File: src/hw/sdsc_pkg.sv
// sdsc_pkg: register map, field positions and reset values of the
// sensor data path and sequencer configuration bank.
// assumes: registers are 8 bits wide and addressed by a 7-bit index.
package sdsc_pkg;

    localparam int unsigned SDSC_AW = 7;
    localparam int unsigned SDSC_NLANE = 3;

    // register offsets
    localparam logic [6:0] SDSC_A_RSVD_A = 7'h15;
    localparam logic [6:0] SDSC_A_RSVD_B = 7'h16;
    localparam logic [6:0] SDSC_A_DPCFG_A = 7'h17;
    localparam logic [6:0] SDSC_A_DPCFG_B = 7'h18;
    localparam logic [6:0] SDSC_A_RSVD_C = 7'h19;
    localparam logic [6:0] SDSC_A_DAC = 7'h1a;
    localparam logic [6:0] SDSC_A_RSVD_D = 7'h1b;
    localparam logic [6:0] SDSC_A_RSVD_E = 7'h1c;
    localparam logic [6:0] SDSC_A_RSVD_F = 7'h1d;
    localparam logic [6:0] SDSC_A_L0_CTL = 7'h1e;
    localparam logic [6:0] SDSC_A_L0_PAT = 7'h1f;
    localparam logic [6:0] SDSC_A_L1_CTL = 7'h20;
    localparam logic [6:0] SDSC_A_L1_PAT = 7'h21;
    localparam logic [6:0] SDSC_A_L12_CTL = 7'h36;
    localparam logic [6:0] SDSC_A_L12_PAT = 7'h37;
    localparam logic [6:0] SDSC_A_SEQ_A = 7'h38;
    localparam logic [6:0] SDSC_A_SEQ_B = 7'h39;
    localparam logic [6:0] SDSC_A_SEQ_C = 7'h3a;
    localparam logic [6:0] SDSC_A_SEQ_D = 7'h3b;

    // reset values
    localparam logic [7:0] SDSC_R_RSVD_A = 8'h20;
    localparam logic [7:0] SDSC_R_RSVD_B = 8'hc0;
    localparam logic [7:0] SDSC_R_DPCFG_A = 8'hc0;
    localparam logic [7:0] SDSC_R_DPCFG_B = 8'h2a;
    localparam logic [7:0] SDSC_R_ZERO = 8'h00;
    localparam logic [7:0] SDSC_R_DAC = 8'h80;
    localparam logic [7:0] SDSC_R_RSVD_D = 8'h80;
    localparam logic [7:0] SDSC_R_SEQ_A = 8'h02;
    localparam logic [7:0] SDSC_R_SEQ_B = 8'h10;
    localparam logic [7:0] SDSC_R_SEQ_C = 8'h09;
    localparam logic [7:0] SDSC_DAC_DEFAULT = 8'h80;

    // field positions
    localparam int unsigned SDSC_B_DAC_UPLOAD = 2;
    localparam int unsigned SDSC_B_PRBS = 3;
    localparam int unsigned SDSC_B_TRAIN_LO = 6;
    localparam int unsigned SDSC_B_BYPASS = 0;
    localparam int unsigned SDSC_B_FPN = 1;
    localparam int unsigned SDSC_B_TESTPAT = 2;
    localparam int unsigned SDSC_B_PAT_LO = 4;
    localparam int unsigned SDSC_B_CAPTURE = 0;
    localparam int unsigned SDSC_B_MASTER = 1;
    localparam int unsigned SDSC_B_TRIGGERED = 2;
    localparam int unsigned SDSC_B_SUBSAMPLE = 3;
    localparam int unsigned SDSC_B_COLOR = 4;
    localparam int unsigned SDSC_B_DUAL = 5;
    localparam int unsigned SDSC_B_TRIPLE = 6;
    localparam int unsigned SDSC_B_ROWSEL = 7;
    localparam int unsigned SDSC_B_WIN_LO = 5;
    localparam int unsigned SDSC_B_CRC = 0;
    localparam int unsigned SDSC_B_FPNCAL = 2;
    localparam int unsigned SDSC_B_NDR_LO = 3;
    localparam int unsigned SDSC_B_CLKGRAN = 6;
    localparam int unsigned SDSC_B_DEFER = 7;

    // skip sequences, lsb first
    localparam logic [7:0] SDSC_SKIP_COLOR = 8'h33;
    localparam logic [4:0] SDSC_SKIP_MONO = 5'h15;
    localparam logic [2:0] SDSC_SKIP_MONO_LAST = 3'h4;

    // divider for the internal sequencer clock
    localparam logic [3:0] SDSC_DIV = 4'h a;
    localparam logic [3:0] SDSC_DIV_LAST = 4'h9;
    localparam logic [15:0] SDSC_LINE_TICKS = 16'h0010;
    localparam logic [7:0] SDSC_PRBS_SEED = 8'hff;

    typedef enum logic [3:0] {
        SDSC_IDLE = 4'b0001,
        SDSC_INTEG = 4'b0010,
        SDSC_READ = 4'b0100,
        SDSC_OVHD = 4'b1000
    } sdsc_state_t;

endpackage

File: src/hw/sdsc_lane.sv
// sdsc_lane: one data lane selector: bypass, fpn correction, test
// pattern or prbs in place of pixel data.
// assumes: caller registers the result; all inputs share clk.
`timescale 1ns/100ps
module sdsc_lane
(
    input wire logic [7:0] ctl,
    input wire logic [7:0] pat,
    input wire logic [9:0] adc,
    input wire logic [9:0] fpn_off,
    input wire logic [9:0] prbs,
    input wire logic prbs_en,
    output logic [9:0] pix
);
    import sdsc_pkg::*;

    // ============================================================
    // data select
    wire [9:0] test_word = {ctl[SDSC_B_PAT_LO +: 2], pat};
    wire [9:0] src = ctl[SDSC_B_TESTPAT] ? test_word : adc;
    wire [9:0] corr = ctl[SDSC_B_FPN] ? src - fpn_off : src;
    wire [9:0] proc_w = prbs_en ? prbs : corr;
    assign pix = ctl[SDSC_B_BYPASS] ? adc : proc_w;

endmodule // sdsc_lane

File: src/hw/sdsc_top.sv
// sdsc_top: configuration bank and small readout sequencer of the
// sensor data path.
// assumes: register port strobes are synchronous to clk, one cycle wide.
`timescale 1ns/100ps
module sdsc_top
(
    input wire logic clk,
    input wire logic rst_n,
    input wire logic reg_wr,
    input wire logic reg_rd,
    input wire logic [sdsc_pkg::SDSC_AW-1:0] reg_addr,
    input wire logic [7:0] reg_wdata,
    output logic [7:0] reg_rdata,
    input wire logic [29:0] adc_data,
    input wire logic trigger,
    input wire logic external_integration_timing_1,
    input wire logic external_integration_timing_2,
    input wire logic external_integration_timing_3,
    output logic [29:0] lane_data,
    output logic [9:0] train_word,
    output logic [7:0] dac_offset,
    output logic seq_tick,
    output logic pixel_reset,
    output logic row_select,
    output logic row_overhead_interval,
    output logic row_skip,
    output logic [1:0] window_count,
    output logic crc_en,
    output logic fpn_cal,
    output logic [2:0] ndr_steps,
    output logic ndr_invalid,
    output logic slope_reset,
    output logic [2:0] seq_state
);
    import sdsc_pkg::*;

    // ============================================================
    // register storage
    logic [7:0] cfg_a_q, cfg_b_q, dac_q, mode_a_q, mode_b_q, mode_c_q, mode_d_q;
    logic [7:0] rsv_a_q, rsv_b_q, rsv_c_q, rsv_d_q, rsv_e_q, rsv_f_q;
    logic [7:0] ctl_q [SDSC_NLANE];
    logic [7:0] pat_q [SDSC_NLANE];
    logic [6:0] ctl_addr [SDSC_NLANE];
    assign ctl_addr[0] = SDSC_A_L0_CTL;
    assign ctl_addr[1] = SDSC_A_L1_CTL;
    assign ctl_addr[2] = SDSC_A_L12_CTL;

    wire wr_cfg_a = reg_wr && (reg_addr == SDSC_A_DPCFG_A);
    wire wr_cfg_b = reg_wr && (reg_addr == SDSC_A_DPCFG_B);
    wire wr_dac = reg_wr && (reg_addr == SDSC_A_DAC);
    wire wr_mode_a = reg_wr && (reg_addr == SDSC_A_SEQ_A);
    wire wr_mode_b = reg_wr && (reg_addr == SDSC_A_SEQ_B);
    wire wr_mode_c = reg_wr && (reg_addr == SDSC_A_SEQ_C);
    wire wr_mode_d = reg_wr && (reg_addr == SDSC_A_SEQ_D);
    wire wr_rsv = reg_wr && (reg_addr >= SDSC_A_RSVD_A) && (reg_addr <= SDSC_A_RSVD_F);

    // global configuration registers
    always_ff @(posedge clk or negedge rst_n)
    begin
        if (!rst_n)
        begin
            cfg_a_q <= SDSC_R_DPCFG_A;
            cfg_b_q <= SDSC_R_DPCFG_B;
            dac_q <= SDSC_R_DAC;
            mode_a_q <= SDSC_R_SEQ_A;
            mode_b_q <= SDSC_R_SEQ_B;
            mode_c_q <= SDSC_R_SEQ_C;
            mode_d_q <= SDSC_R_ZERO;
        end
        else
        begin
            if (wr_cfg_a) cfg_a_q <= reg_wdata;
            if (wr_cfg_b) cfg_b_q <= reg_wdata;
            if (wr_dac) dac_q <= reg_wdata;
            if (wr_mode_a) mode_a_q <= reg_wdata;
            if (wr_mode_b) mode_b_q <= reg_wdata;
            if (wr_mode_c) mode_c_q <= reg_wdata;
            if (wr_mode_d) mode_d_q <= reg_wdata;
        end
    end

    // reserved registers keep whatever is written
    always_ff @(posedge clk or negedge rst_n)
    begin
        if (!rst_n)
        begin
            rsv_a_q <= SDSC_R_RSVD_A;
            rsv_b_q <= SDSC_R_RSVD_B;
            rsv_c_q <= SDSC_R_ZERO;
            rsv_d_q <= SDSC_R_RSVD_D;
            rsv_e_q <= SDSC_R_ZERO;
            rsv_f_q <= SDSC_R_ZERO;
        end
        else if (wr_rsv)
        begin
            case (reg_addr)
                SDSC_A_RSVD_A: rsv_a_q <= reg_wdata;
                SDSC_A_RSVD_B: rsv_b_q <= reg_wdata;
                SDSC_A_RSVD_C: rsv_c_q <= reg_wdata;
                SDSC_A_RSVD_D: rsv_d_q <= reg_wdata;
                SDSC_A_RSVD_E: rsv_e_q <= reg_wdata;
                SDSC_A_RSVD_F: rsv_f_q <= reg_wdata;
                default: rsv_a_q <= rsv_a_q;
            endcase
        end
    end

    // ============================================================
    // per-lane registers and data path
    logic [9:0] prbs_q;
    logic [29:0] lane_d;
    logic [9:0] fpn_q;
    genvar gi;
    generate
        for (gi = 0; gi < SDSC_NLANE; gi++)
        begin : g_lane
            wire wr_ctl = reg_wr && (reg_addr == ctl_addr[gi]);
            wire wr_pat = reg_wr && (reg_addr == ctl_addr[gi] + 7'h01);
            // lane control and test pattern, both reset to zero
            always_ff @(posedge clk or negedge rst_n)
            begin
                if (!rst_n)
                begin
                    ctl_q[gi] <= SDSC_R_ZERO;
                    pat_q[gi] <= SDSC_R_ZERO;
                end
                else
                begin
                    if (wr_ctl) ctl_q[gi] <= reg_wdata;
                    if (wr_pat) pat_q[gi] <= reg_wdata;
                end
            end
            sdsc_lane u_lane
            (
                .ctl(ctl_q[gi]),
                .pat(pat_q[gi]),
                .adc(adc_data[gi*10 +: 10]),
                .fpn_off(fpn_q),
                .prbs(prbs_q),
                .prbs_en(cfg_a_q[SDSC_B_PRBS]),
                .pix(lane_d[gi*10 +: 10])
            );
        end
    endgenerate

    // ============================================================
    // register read mux
    logic [7:0] rd_d;
    always_comb
    begin
        rd_d = SDSC_R_ZERO;
        case (reg_addr)
            SDSC_A_RSVD_A: rd_d = rsv_a_q;
            SDSC_A_RSVD_B: rd_d = rsv_b_q;
            SDSC_A_DPCFG_A: rd_d = cfg_a_q;
            SDSC_A_DPCFG_B: rd_d = cfg_b_q;
            SDSC_A_RSVD_C: rd_d = rsv_c_q;
            SDSC_A_DAC: rd_d = dac_q;
            SDSC_A_RSVD_D: rd_d = rsv_d_q;
            SDSC_A_RSVD_E: rd_d = rsv_e_q;
            SDSC_A_RSVD_F: rd_d = rsv_f_q;
            SDSC_A_L0_CTL: rd_d = ctl_q[0];
            SDSC_A_L0_PAT: rd_d = pat_q[0];
            SDSC_A_L1_CTL: rd_d = ctl_q[1];
            SDSC_A_L1_PAT: rd_d = pat_q[1];
            SDSC_A_L12_CTL: rd_d = ctl_q[2];
            SDSC_A_L12_PAT: rd_d = pat_q[2];
            SDSC_A_SEQ_A: rd_d = mode_a_q;
            SDSC_A_SEQ_B: rd_d = mode_b_q;
            SDSC_A_SEQ_C: rd_d = mode_c_q;
            SDSC_A_SEQ_D: rd_d = mode_d_q;
            default: rd_d = SDSC_R_ZERO;
        endcase
    end

    // ============================================================
    // divide by ten tick for the sequencer
    logic [3:0] div_q;
    wire tick = (div_q == SDSC_DIV_LAST);
    always_ff @(posedge clk or negedge rst_n)
    begin
        if (!rst_n) div_q <= 4'h0;
        else div_q <= tick ? 4'h0 : div_q + 4'h1;
    end

    // prbs (x^10 + x^7 + 1) and fpn calibration offset, sequencer rate
    always_ff @(posedge clk or negedge rst_n)
    begin
        if (!rst_n)
        begin
            prbs_q <= {2'b11, SDSC_PRBS_SEED};
            fpn_q <= 10'h000;
        end
        else if (tick)
        begin
            prbs_q <= {prbs_q[8:0], prbs_q[9] ^ prbs_q[6]};
            if (mode_c_q[SDSC_B_FPNCAL] && row_overhead_interval)
                fpn_q <= adc_data[9:0];
        end
    end

    // ============================================================
    // timer length in sequencer ticks: fixed SDSC_LINE_TICKS, or 2**exponent with clock granularity
    wire gran_clk = mode_c_q[SDSC_B_CLKGRAN];
    wire [15:0] timer_len = gran_clk ? (16'h0001 << mode_d_q[3:0])
                                     : SDSC_LINE_TICKS;
    wire master = mode_a_q[SDSC_B_MASTER];
    wire ext_int = external_integration_timing_1 | external_integration_timing_2
                   | external_integration_timing_3;
    wire [2:0] ndr_d = mode_c_q[SDSC_B_NDR_LO +: 3];

    sdsc_state_t st_q, st_d;
    logic [15:0] cnt_q;
    logic [2:0] samp_q;
    logic [2:0] skip_q;
    logic trig_pend_q;
    wire cnt_done = (cnt_q == 16'h0000);
    // deferral: triggers outside overhead wait for it when bit 7 set
    wire trig_ok = trig_pend_q && (!mode_c_q[SDSC_B_DEFER] || st_q == SDSC_OVHD);
    wire start_int = mode_a_q[SDSC_B_TRIGGERED] ? trig_ok : 1'b1;
    wire int_done = master ? cnt_done : !ext_int;

    // state sequencing
    always_comb
    begin
        st_d = st_q;
        case (st_q)
            SDSC_IDLE: if (mode_a_q[SDSC_B_CAPTURE] && start_int) st_d = SDSC_INTEG;
            SDSC_INTEG: if (int_done) st_d = SDSC_READ;
            SDSC_READ: if (cnt_done) st_d = SDSC_OVHD;
            SDSC_OVHD: st_d = mode_a_q[SDSC_B_CAPTURE] ? SDSC_READ : SDSC_IDLE;
            default: st_d = SDSC_IDLE;
        endcase
    end

    always_ff @(posedge clk or negedge rst_n)
    begin
        if (!rst_n)
        begin
            st_q <= SDSC_IDLE;
            cnt_q <= 16'h0000;
            samp_q <= 3'h0;
            skip_q <= 3'h0;
            trig_pend_q <= 1'b0;
        end
        else
        begin
            if (trigger) trig_pend_q <= 1'b1; // set wins over clear
            else if (tick && st_q == SDSC_IDLE && st_d == SDSC_INTEG) trig_pend_q <= 1'b0;
            if (tick)
            begin
                st_q <= st_d;
                cnt_q <= (st_d != st_q) ? timer_len : (cnt_done ? cnt_q : cnt_q - 16'h0001);
                if (st_d == SDSC_OVHD && st_q == SDSC_READ)
                begin
                    samp_q <= (samp_q + 3'h1 >= ndr_d) ? 3'h0 : samp_q + 3'h1;
                    skip_q <= (!mode_a_q[SDSC_B_COLOR] && skip_q >= SDSC_SKIP_MONO_LAST)
                              ? 3'h0 : skip_q + 3'h1;
                end
            end
        end
    end

    wire skip_bit = mode_a_q[SDSC_B_COLOR] ? SDSC_SKIP_COLOR[skip_q]
                : SDSC_SKIP_MONO[(skip_q > SDSC_SKIP_MONO_LAST) ? SDSC_SKIP_MONO_LAST : skip_q];
    wire slope_d = (st_q == SDSC_INTEG) && (mode_a_q[SDSC_B_DUAL] || mode_a_q[SDSC_B_TRIPLE])
                   && (cnt_q == (timer_len >> 1) || (mode_a_q[SDSC_B_TRIPLE]
                   && cnt_q == (timer_len >> 2)));
    wire rowsel_d = (st_q == SDSC_OVHD) || ((st_q == SDSC_READ)
                    && (mode_a_q[SDSC_B_ROWSEL] || cnt_q == timer_len));
    // ndr: pixel reset only on the first sample of a series
    wire preset_d = (st_q == SDSC_INTEG) && (samp_q == 3'h0);

    // ============================================================
    // registered outputs
    always_ff @(posedge clk or negedge rst_n)
    begin
        if (!rst_n)
        begin
            reg_rdata <= 8'h00;
            lane_data <= 30'h0000_0000;
            train_word <= 10'h000;
            dac_offset <= SDSC_DAC_DEFAULT;
            seq_tick <= 1'b0;
            pixel_reset <= 1'b0;
            row_select <= 1'b0;
            row_overhead_interval <= 1'b0;
            row_skip <= 1'b0;
            window_count <= 2'h0;
            crc_en <= 1'b0;
            fpn_cal <= 1'b0;
            ndr_steps <= 3'h0;
            ndr_invalid <= 1'b0;
            slope_reset <= 1'b0;
            seq_state <= 3'h0;
        end
        else
        begin
            reg_rdata <= reg_rd ? rd_d : reg_rdata;
            lane_data <= lane_d;
            train_word <= {cfg_a_q[SDSC_B_TRAIN_LO +: 2], cfg_b_q};
            dac_offset <= cfg_a_q[SDSC_B_DAC_UPLOAD] ? dac_q : SDSC_DAC_DEFAULT;
            seq_tick <= tick;
            pixel_reset <= preset_d;
            row_select <= rowsel_d;
            row_overhead_interval <= (st_q == SDSC_OVHD);
            row_skip <= mode_a_q[SDSC_B_SUBSAMPLE] && !skip_bit;
            window_count <= mode_b_q[SDSC_B_WIN_LO +: 2];
            crc_en <= mode_c_q[SDSC_B_CRC];
            fpn_cal <= mode_c_q[SDSC_B_FPNCAL];
            ndr_steps <= ndr_d;
            ndr_invalid <= (ndr_d == 3'h0);
            slope_reset <= slope_d;
            seq_state <= st_q[3:1];
        end
    end

    // ============================================================
    // checks
    AST_DAC_SEL: assert property (@(posedge clk) disable iff (!rst_n)
        !cfg_a_q[SDSC_B_DAC_UPLOAD] |=> dac_offset == SDSC_DAC_DEFAULT)
        else $error("dac offset not default");
    AST_TRAIN: assert property (@(posedge clk) disable iff (!rst_n)
        1'b1 |=> train_word == {$past(cfg_a_q[7:6]), $past(cfg_b_q)})
        else $error("training word mismatch");
    AST_BYPASS: assert property (@(posedge clk) disable iff (!rst_n)
        ctl_q[0][SDSC_B_BYPASS] |=> lane_data[9:0] == $past(adc_data[9:0]))
        else $error("bypass not transparent");
    AST_TESTPAT: assert property (@(posedge clk) disable iff (!rst_n)
        (ctl_q[1][2:0] == 3'h4 && !cfg_a_q[SDSC_B_PRBS])
        |=> lane_data[19:10] == {$past(ctl_q[1][5:4]), $past(pat_q[1])})
        else $error("test pattern not inserted");
    AST_IDLE: assert property (@(posedge clk) disable iff (!rst_n)
        (st_q == SDSC_IDLE && !mode_a_q[SDSC_B_CAPTURE]) |=> st_q == SDSC_IDLE)
        else $error("capture started while disabled");
    AST_DIV: assert property (@(posedge clk) disable iff (!rst_n)
        tick |=> !tick [*8] ##1 !tick ##1 tick)
        else $error("sequencer tick not divide by ten");
    AST_WIN: assert property (@(posedge clk) disable iff (!rst_n)
        1'b1 |=> window_count == $past(mode_b_q[6:5]))
        else $error("window count mismatch");
    AST_CRC: assert property (@(posedge clk) disable iff (!rst_n)
        $rose(mode_c_q[0]) |=> crc_en)
        else $error("crc enable not followed");
    AST_DEFER: assert property (@(posedge clk) disable iff (!rst_n)
        (mode_c_q[SDSC_B_DEFER] && mode_a_q[SDSC_B_TRIGGERED] && st_q == SDSC_IDLE)
        |=> st_q == SDSC_IDLE)
        else $error("event not deferred");

endmodule // sdsc_top

File: config.mk
export PLATFORM = sky130hd
export DESIGN_NAME = sdsc_top
export DESIGN_NICKNAME = d
export VERILOG_FILES = /design/src/hw/sdsc_pkg.sv /design/src/hw/sdsc_lane.sv /design/src/hw/sdsc_top.sv
export SDC_FILE = /design/constraint.sdc
export NUM_CORES = 1
export LEC_CHECK = 0
export BUFFER_PORTS_ARGS = -buffer_cell sky130_fd_sc_hd__buf_2
export CAP_MARGIN = 25
export CORE_MARGIN = 2
export CORE_UTILIZATION = 30
export CTS_BUF_LIST = sky130_fd_sc_hd__clkbuf_4
export DETAILED_ROUTE_END_ITERATION = 10
export MAX_ROUTING_LAYER = met4
export PLACE_DENSITY_LB_ADDON = 0.08
export REMOVE_ABC_BUFFERS = 1
export SLEW_MARGIN = 20
export SYNTH_ARGS = -nofsm -noshare
export SYNTH_HDL_FRONTEND = slang
export SYNTH_HIERARCHICAL = 1
export SYNTH_SLANG_ARGS = --single-unit
File: constraint.sdc
create_clock -name clk -period 2.8 [get_ports clk]
set_input_delay 0.42 -clock clk [delete_from_list [all_inputs] [get_ports clk]]
set_output_delay 0.42 -clock clk [all_outputs]
set_load 0.02 [all_outputs]
# Yosys cells after proc, flatten, opt, wreduce, memory -nomap -nowiden
# Memories as Yosys holds them, arrays and structs flattened.
# Cells that the tools add are included.
# op_classes
reduce_logical	50
mux	33
n_eq_ne	31
div_mod_pow	0
shifts	1
bitwise	3
n_addsub	7
order_cmp	7
n_mul	0
# op_table
cell	count
case mux 8 bit (19 select lines)	1
2-to-1 mux 10 bit	12
equality test 7 x 5 -> 1 bit, second input constant	11
equality test 7 x 6 -> 1 bit, second input constant	8
2-to-1 mux 16 bit	3
subtractor 10 bit	3
logical AND 1 bit	28
AND reduction 2 bit	9
equality test 16 x 14 -> 1 bit	1
equality test 16 x 15 -> 1 bit	1
equality test 16 bit	1
logical NOT 16 bit	1
2-to-1 mux 4 bit	4
case mux 4 bit (4 select lines)	1
<< shifter 1 x 4 -> 16 bit, first input constant	1
subtractor 16 x 1 -> 16 bit, second input constant	1
equality test 4 bit, second input constant	3
2-to-1 mux 3 bit	4
equality test 4 x 2 -> 1 bit, second input constant	2
< comparator 3 x 4 -> 1 bit, second input constant	2
2-to-1 mux 8 bit	1
>= comparator 7 x 5 -> 1 bit, second input constant	1
<= comparator 7 x 5 -> 1 bit, second input constant	1
2-to-1 mux 1 bit	7
other kinds (15)	25
# totals
rom_bits	16
latch_bits	0
register_bits	276
ramBits	0
memories	2
inputBits	53
# mem_list
memory	words	width	rd	rd_ports_with_merged_regs	write_ports	line	text
(no name shown)	8	1	1	0	0	sdsc_top.sv:265	: SDSC_SKIP_MONO[(skip_q > SDSC_SKIP_MONO_LAST) ? SDSC_SKIP_MONO_LAST : skip_q];
(no name shown)	8	1	1	0	0	sdsc_top.sv:264	wire skip_bit = mode_a_q[SDSC_B_COLOR] ? SDSC_SKIP_COLOR[skip_q]

# Longest topological paths before layout
# Gate-level depths: netlist of run 1.
# depth
depth_word	11
depth_mapped	12
mapped_depth_nobuf	10

# Modules after synthesis
# Netlist of run 1, hierarchy kept.
# modules_own_cells
module	instances	area_each_um2	cells_each	seq_area_each_um2
sdsc_top	1	12557.0	1087	6939.2
sdsc_lane at g_lane[0].u_lane ...	2	942.2	139	0.0
sdsc_lane at g_lane[1].u_lane	1	939.7	135	0.0

# Worst setup path before layout of run 1
# Ideal clock, no wire load.
# synth_path
path_kind	register -> register
startpoint	register cnt_q[0]
endpoint	register cnt_q[0]
setup_slack_ps	-16
path_buffers	2
synth_period_minus_slack_ps	2816
path_stages_with_launch	12
required_time_ps	2657
setup_time_ps	143
t_arrival_ps	2673
cell_sequence	dfrtp_1 > clkbuf_1 > inv_1 > ha_1 > or3b_2 > clkbuf_1 > nor4_4 > a211oi_2 > o22ai_1 > nand2_2 > a31oi_1 > a311oi_1
# synth_via
elab_chain_len	7
# synth_lines
element	line	text
start, declared	sdsc_top.sv:213	logic [15:0] cnt_q;
start signal, assigned	sdsc_top.sv:253	cnt_q <= (st_d != st_q) ? timer_len : (cnt_done ? cnt_q : cnt_q - 16'h0001);
logical NOT 16 bit	sdsc_top.sv:217	wire cnt_done = (cnt_q == 16'h0000);
2-to-1 mux 1 bit	sdsc_top.sv:221	wire int_done = master ? cnt_done : !ext_int;
2-to-1 mux 4 bit	sdsc_top.sv:229	SDSC_INTEG: if (int_done) st_d = SDSC_READ;
case mux 4 bit (4 select lines)	sdsc_top.sv:227	case (st_q)
inequality test 4 bit	sdsc_top.sv:253	
inequality test 2 x 1 -> 1 bit (no line)	-	
AND reduction 2 bit (no line)	-	
# Several ways; a longest one is shown, not always the timed one. The select of a mux whose other input is x is not followed.
# A chain may end at the register's enable or synchronous reset.

# Worst setup path after layout of run 1
# layout_path
startpoint	register ctl_q[18] in the netlist's numbering
endpoint	register lane_data[9]
# layout_via
elab_chain_len	5
# layout_lines
element	line	text
start, declared	sdsc_top.sv:41	logic [7:0] ctl_q [SDSC_NLANE];
start signal, assigned by index	sdsc_top.sv:129	if (wr_ctl) ctl_q[gi] <= reg_wdata;
2-to-1 mux 10 bit *	sdsc_lane.sv:20	wire [9:0] src = ctl[SDSC_B_TESTPAT] ? test_word : adc;
subtractor 10 bit	sdsc_lane.sv:21	wire [9:0] corr = ctl[SDSC_B_FPN] ? src - fpn_off : src;
2-to-1 mux 10 bit *	sdsc_lane.sv:21	
2-to-1 mux 10 bit *	sdsc_lane.sv:22	wire [9:0] proc_w = prbs_en ? prbs : corr;
2-to-1 mux 10 bit *	sdsc_lane.sv:23	assign pix = ctl[SDSC_B_BYPASS] ? adc : proc_w;
net lane_d[9]	sdsc_top.sv:111	logic [29:0] lane_d;
end signal, assigned	sdsc_top.sv:300	lane_data <= lane_d;
end, declared	sdsc_top.sv:19	output logic [29:0] lane_data,
# Mark *: on every way through the listed nets, which the timed path passes. The rest lies on a longest branch.

==> results of run 1 <==
[area by class of cell]
class                      instances  area (um2)  area share
antenna                            3        7.51    0.000395
inverter                          59         221      0.0116
clock inverter                    30         156     0.00822
clock buffer                     119         893      0.0470
tap                              672         841      0.0442
timing repair buffer             290        2100       0.110
multi-input combinational       1070        7860       0.413
sequential                       276        6940       0.365
[flip-flops by register name, indices dropped and copies added (netlist names), 10 cells and up]
signal	count
lane_data	30
ctl_q	24
pat_q	24
cnt_q	16
fpn_q	10
prbs_q	10
train_word	10
[how the worst max path moves through the flow]
stage	from	endpoint	slack, ps	cells past startpoint
2_1_floorplan	reg_addr[6]	rsv_e_q[0]	-270	4
3_3_place_gp	ctl_q[2]	lane_data[29]	30	9
3_5_place_dp	ctl_q[2]	lane_data[29]	-60	9
4_1_cts	ctl_q[10]	lane_data[18]	80	9
5_1_grt	cnt_q[0]	cnt_q[4]	-3	9
6_report	ctl_q[18]	lane_data[9]	170	9
[synth_stat cells, types with 26 or more instances]
cell	instances	area (um2)
mux2_2	183	2060
nor2_1	91	342
o21ai_0	58	290
dfrtp_1	250	6260
ha_1	34	425
a21oi_1	68	340
clkbuf_1	70	263
nand2_1	123	462
nand3_1	45	225
nor3_1	38	190
inv_1	56	210
dfstp_2	26	683
[metal layers]
metal  up-vias  track usage
met5         -            -
met4         0       0.0790
met3       116       0.0432
met2       392        0.339
met1      6648        0.301
li1       6112            -
[through the flow]
stage | instance area [um2] | setup slack [ps]
6_report | 19000 | 171
4_1_cts | 19000 | 80.4
2_1_floorplan | 15000 | -273
3_5_place_dp | 17600 | -57.2
5_1_grt | 19000 | -2.75
3_3_place_gp | 17600 | 31.0
[cell usage in the layout, fill, tap and decap left out, types with 10 or more instances in the layout]
cell / instances
dfrtp_1: 248
mux2_2: 183
buf_2: 124
nand2_1: 123
buf_4: 123
clkbuf_4: 119
nor2_1: 90
a21oi_1: 68
inv_1: 56
o21ai_0: 56
nand3_1: 45
nor3_1: 35
ha_1: 34
dlygate4sd3_1: 30
dfstp_2: 26
nand2b_1: 24
xnor2_1: 24
mux2i_1: 24
clkinv_1: 23
xor2_1: 21
a22oi_1: 20
a221oi_1: 18
nand4_1: 15
a211oi_1: 15
nor2b_1: 14
o22ai_1: 13
nor4_1: 12
buf_12: 12
nand3b_1: 11
o211ai_1: 11
and2_1: 10
a31oi_1: 10
[timing repair]
action                                 in CTS  in global routing
pin swaps                                   0                  0
hold buffers                               30                  0
buffers inserted                            0                  4
setup endpoints to repair                   2                 10
endpoints found under the hold margin     267                  0
gates resized for setup                     1                  7
[logic make-up after synthesis]
group / count (synthesis) / synth area share
and+or+nand+nor: 450 / 0.149
AOI/OAI and AO/OA: 328 / 0.150
DFF: 276 / 0.451
muxes: 210 / 0.153
buffers and inverters: 154 / 0.0399
xor gates and xnor gates: 45 / 0.0256
adders and majority gates: 37 / 0.0316
[power groups by stage]
stage	Sequential (W)	Combinational, W	Clock (W)
after floorplan	0.00497	0.00130	0
after global placement	0.00478	0.00271	0
after detailed placement	0.00478	0.00270	0
after CTS	0.00471	0.00274	0.00413
after global routing	0.00476	0.00302	0.00434
final	0.00471	0.00275	0.00395
[worst reg2reg max path, cell delays in order, from the launching register on]
cell	delay [ps]
dfrtp_1	430
buf_12	150
mux2_2	350
ha_1	320
and2_0	170
o21ai_0	370
a211o_1	190
nand4b_1	100
mux2_1	330
o221a_2	120
==> results.json, run 1 <==
{
  "grt_overflow_total": 0,
  "wire_per_inst_um": 22.9,
  "first_iter_violations": 881,
  "report.final.setup_viol": 0,
  "synth_area_um2": 15400,
  "syn2layout_area_growth_pct": 23.7,
  "drive_above_1_share": 0.348,
  "r2r_start": "ctl_q[18]",
  "die_h_um": 230,
  "grt_max_degree": 63,
  "drt_pass1_iterations": 6,
  "final_hold_viol_count": 0,
  "fin_nets": 1869,
  "setup_tns_ps": 0,
  "report.final.slew_viol_count": 0,
  "async_flop_share": 1.00,
  "p_total_w": 0.0114,
  "seq_area_frac_synth": 0.451,
  "dp_hpwl_um": 42500,
  "gp_congestion": 0.920,
  "wl_met3_um": 2940,
  "die_w_um": 230,
  "crit_type": "reg -> reg",
  "cts-buffers-inserted": 82,
  "intPower_w": 0.00764,
  "hold_path_startpoint": "adc_data[28]",
  "worstHoldEndpoint": "lane_data[28]",
  "ys_ff_latch": 276,
  "power_frac_comb": 0.241,
  "clk_latency_ps": 820,
  "drt-total-wl_um": 57800,
  "postLayoutCoreUtil": 0.378,
  "ir_drop_mv": 0.355,
  "synth_ff_type": "dfrtp_1",
  "htree_levels": 3,
  "start_util": 0.305,
  "track_usage": 0.225,
  "dp_cells": 2333,
  "holdWs_ps": 107,
  "status": "finished, final reports clean",
  "min_path_cells": 4,
  "crit_fanout": 8,
  "core.rowCount": 82,
  "drt-met1-wl_um": 27000,
  "dr_wl_met2_um": 26000,
  "num-fill-cells": 5089,
  "max-clock-path-buffers": 3,
  "relSlewSlack": 0.406,
  "power_leakage_nw": 8.57,
  "cp_slowest_stage_delay_ps": 430,
  "path_delay_family": "compound AO/OA/AOI/OAI gates",
  "r2r-end": "lane_data[9]",
  "vias": 13300,
  "syn_area_per_cell_um2": 10.3,
  "reg2regPathDepth": 9,
  "synth.distinct_cells": 89,
  "synthCells": 1500,
  "worstPathCellList": "buf_12 -> mux2_2 -> ha_1 -> and2_0 -> o21ai_0 -> a211o_1 -> nand4b_1 -> mux2_1 -> o221a_2",
  "die_area_um2": 53100,
  "highest_layer": "met4",
  "drcViolationCount": 0,
  "ys_warn_count": 6,
  "p_switching_w": 0.00378,
  "maxCapViolations": 0,
  "critPathArrivalTime_ps": 3320,
  "layoutNonFillerInstCount": 2519,
  "hold_class": "in -> reg",
  "tightest_slew_ps": 885,
  "p_per_area_nw_per_um2": 600,
  "start_kind": "register",
  "fmax_mhz": 380,
  "path_clk_slew_ps": 70,
  "critPathSlowestCell": "dfrtp_1",
  "grt_pass1_vias": 13500,
  "power_frac_clock": 0.346,
  "p_sw_frac": 0.331,
  "port_buffers": 125,
  "cts.sinks": 276,
  "ant_nets": 0,
  "cts-root-buf": "clkbuf_4",
  "vias_per_cell": 5.27,
  "end_kind": "register",
  "fin_crit_ps": 2630,
  "cts_tree": "built",
  "synth-edff-count": 0,
  "required_ps": 3490,
  "skew_ps": 39.6,
  "core_area_um2": 50400,
  "fin_crit_sh": 0.939,
  "critPathBufInv": 1,
  "ios": 126,
  "p_seq_frac": 0.413,
  "antenna_found_initial": 1,
  "grt_pass1_wl_um": 86700,
  "ff2ff_setup_slack_ps": 170
}
(Power assumes the default switching activity.)
==> inputs of run 2 (changes only) <==
Settings changed: CTS_BUF_LIST sky130_fd_sc_hd__clkbuf_4 to sky130_fd_sc_hd__clkbuf_8, SYNTH_HIERARCHICAL 1 to default.
==> run 2 against run 1 <==
  * Hold slack worse by 49 ps
  * Largest power group unchanged
  * Critical path type unchanged
  * Clock power grew 5%
  * Area after synthesis decreased by 1.1%
  * Total power decreased by 9.0%
  * Non-clock buffer count fell by 27
  * First-iteration DRC count decreased by 5.2%
  * Fmax down 2.0%
  * Via count is 6.1% lower
  * Core utilization fell by 0.65 points
  * Count of clock-buffer cells in the layout decreased by 54
  * Clock skew hardly changed
  * Die area is 1.1% lower
==> results.json, run 2 <==
{
  "p_sw_frac": 0.305,
  "synth-edff-count": 0,
  "critPathArrivalTime_ps": 3240,
  "fin_crit_sh": 0.958,
  "layout_commonest_cell": "dfrtp_1",
  "antenna_found_initial": 1,
  "fmax_mhz": 373,
  "start_kind": "register",
  "p_total_w": 0.0104,
  "grt_pass1_wl_um": 81200,
  "final_hold_viol_count": 0,
  "p_switching_w": 0.00316,
  "first_iter_violations": 835,
  "p_seq_frac": 0.440,
  "core.rowCount": 82,
  "ios": 126,
  "crit_fanout": 6,
  "ir_drop_mv": 0.335,
  "worst_path_most_repeated_cell": "mux2_2",
  "vias": 12500,
  "drcViolationCount": 0,
  "max-clock-path-buffers": 3,
  "drt_pass1_iterations": 5,
  "synthCells": 1485,
  "track_usage": 0.211,
  "largest_registers": "lane_data: 30 flops, ctl_q: 24 flops, pat_q: 24 flops",
  "report.final.setup_viol": 0,
  "ant_nets": 0,
  "cp-startpoint": "ctl_q[2]",
  "vias_per_cell": 5.16,
  "netlist_top_cells_area": "dfrtp_1 41%, mux2_2 15%, dfstp_2 4.5%",
  "largest_register": "lane_data",
  "rsz0062_at_grt": "true",
  "hold_path_startpoint": "adc_data[14]",
  "core_area_um2": 50100,
  "layoutNonFillerInstCount": 2415,
  "start_util": 0.304,
  "largest_reg_flops": 30,
  "intPower_w": 0.00722,
  "yosysTopAreaCell": "dfrtp_1",
  "fin_crit_ps": 2680,
  "syn_area_per_cell_um2": 10.2,
  "gp_congestion": 0.864,
  "drt-total-wl_um": 54000,
  "required_ps": 3360,
  "cts_tree": "built",
  "synth.distinct_cells": 77,
  "grt_max_degree": 54,
  "seq_area_frac_synth": 0.456,
  "critPathSlowestCell": "dfrtp_2",
  "cts-root-buf": "clkbuf_8",
  "r2r_start": "ctl_q[2]",
  "maxCapViolations": 0,
  "postLayoutCoreUtil": 0.371,
  "synth_area_um2": 15200,
  "port_buffers": 125,
  "mostFrequentLayoutCells": "248 x dfrtp_1, 196 x mux2_2, 152 x nand2_1",
  "hold_class": "in -> reg",
  "tightest_slew_ps": 716,
  "skew_ps": 39.6,
  "drive_above_1_share": 0.327,
  "die_h_um": 229,
  "die_w_um": 229,
  "report.final.slew_viol_count": 0,
  "dp_hpwl_um": 39200,
  "relSlewSlack": 0.511,
  "power_frac_comb": 0.161,
  "dp_cells": 2292,
  "cts.sinks": 276,
  "syn2layout_area_growth_pct": 22.2,
  "status": "finished, final reports clean",
  "wire_per_inst_um": 22.4,
  "finalInstanceArea_um2": 18600,
  "async_flop_share": 1.00,
  "fin_nets": 1789,
  "grt_overflow_total": 0,
  "yosys-top-cells-count": "250 x dfrtp_1, 196 x mux2_2, 152 x nand2_1",
  "worstPathCellList": "mux2_2 -> ha_1 -> nor2b_1 -> o21ai_1 -> a21boi_0 -> o21a_1 -> o41ai_2 -> mux2_2 -> a31oi_1",
  "grt_pass1_vias": 12500,
  "cp_slowest_stage_delay_ps": 450,
  "synth_top_area_frac": 0.411,
  "cts-buffers-inserted": 53,
  "end_kind": "register",
  "power_frac_clock": 0.400,
  "crit_type": "reg -> reg",
  "place_area_um2": 17200,
  "ys_ff_latch": 276,
  "htree_levels": 2,
  "ys_warn_count": 0,
  "die_area_um2": 52500,
  "synth_ff_type": "dfrtp_1",
  "synth_most_common_cell": "dfrtp_1",
  "path_clk_slew_ps": 60,
  "clk_latency_ps": 660,
  "p_per_area_nw_per_um2": 559,
  "power_leakage_nw": 8.67
}
[run 2: path summary, 6_finish.rpt]
path,slack (ps),cells after the start,to
setup / recovery,120,9,lane_data[28]
hold / removal,60,3,lane_data[14]
setup reg to reg,120,9,lane_data[28]
hold reg to reg,400,0,train_word[7]
max in group asynchronous,1750,3,rsv_d_q[7]
min in group asynchronous,270,2,lane_data[7]
[run 2: cell families (layout without fill, tap and decap cells)]
| kind of cell | after synthesis | in the layout | share of synthesized area |
|---|---|---|---|
| AOI/OAI and AO/OA | 313 | 313 | 0.139 |
| xor gates and xnor gates | 30 | 30 | 0.0173 |
| adders and majority gates | 37 | 37 | 0.0319 |
| buffers and inverters | 159 | 416 | 0.0416 |
| DFF | 276 | 276 | 0.456 |
| muxes | 233 | 233 | 0.172 |
| other | 0 | 1 | 0 |
| and+or+nand+nor | 437 | 437 | 0.142 |
[run 2: per-layer routing]
layer	wire (um)	GRT usage	share of wire	vias to the layer above
met3	2530	0.0326	0.047	82
met1	26300	0.298	0.49	6231
met4	1240	0.0554	0.023	0
met5	0	-	0	-
met2	23900	0.314	0.44	325
li1	-	-	-	5825
[run 2: critical path: cells and delay by family, from the launching register on]
kind,cells,cell delay [ps]
AO/OA/AOI/OAI,5,970
multiplexers,2,740
flip-flops,1,450
adder cells (fa/ha/maj),1,280
AND/OR/NAND/NOR,1,150
[run 2: power groups by stage]
stage,Sequential [W],Clock (W),Combinational (W)
floorplan,0.00470,0,0.000731
CTS,0.00457,0.00430,0.00169
global placement,0.00463,0,0.00165
global route,0.00461,0.00449,0.00183
finish,0.00456,0.00415,0.00167
detailed placement,0.00463,0,0.00165
[run 2: timing repair]
action / in CTS / in global routing
buffers inserted: 0 / 1
hold buffers: 23 / 0
pin swaps: 0 / 1
resized for setup: 2 / 7
setup endpoints to repair: 1 / 7
hold endpoints to repair: 71 / 0
[run 2: layout make-up]
cell class / count / area [um2]
tap: 672 / 841
clock buffer: 65 / 895
sequential: 276 / 6940
inverter: 55 / 206
multi-input combinational: 1050 / 7660
clock inverter: 33 / 196
fill: 5145 / 31500
antenna: 1 / 2.50
timing repair buffer: 263 / 1840
[run 2: stage by stage]
stage | worst slack [ps] | hold slack [ps] | TNS, ps
2_1_floorplan | -96.6 | 124 | -191
3_3_place_gp | -6.16 | 372 | -6.16
3_5_place_dp | -17.6 | 382 | -17.6
4_1_cts | 91.3 | 0.822 | 0
6_report | 118 | 57.9 | 0
5_1_grt | -57.9 | 18.0 | -89.2
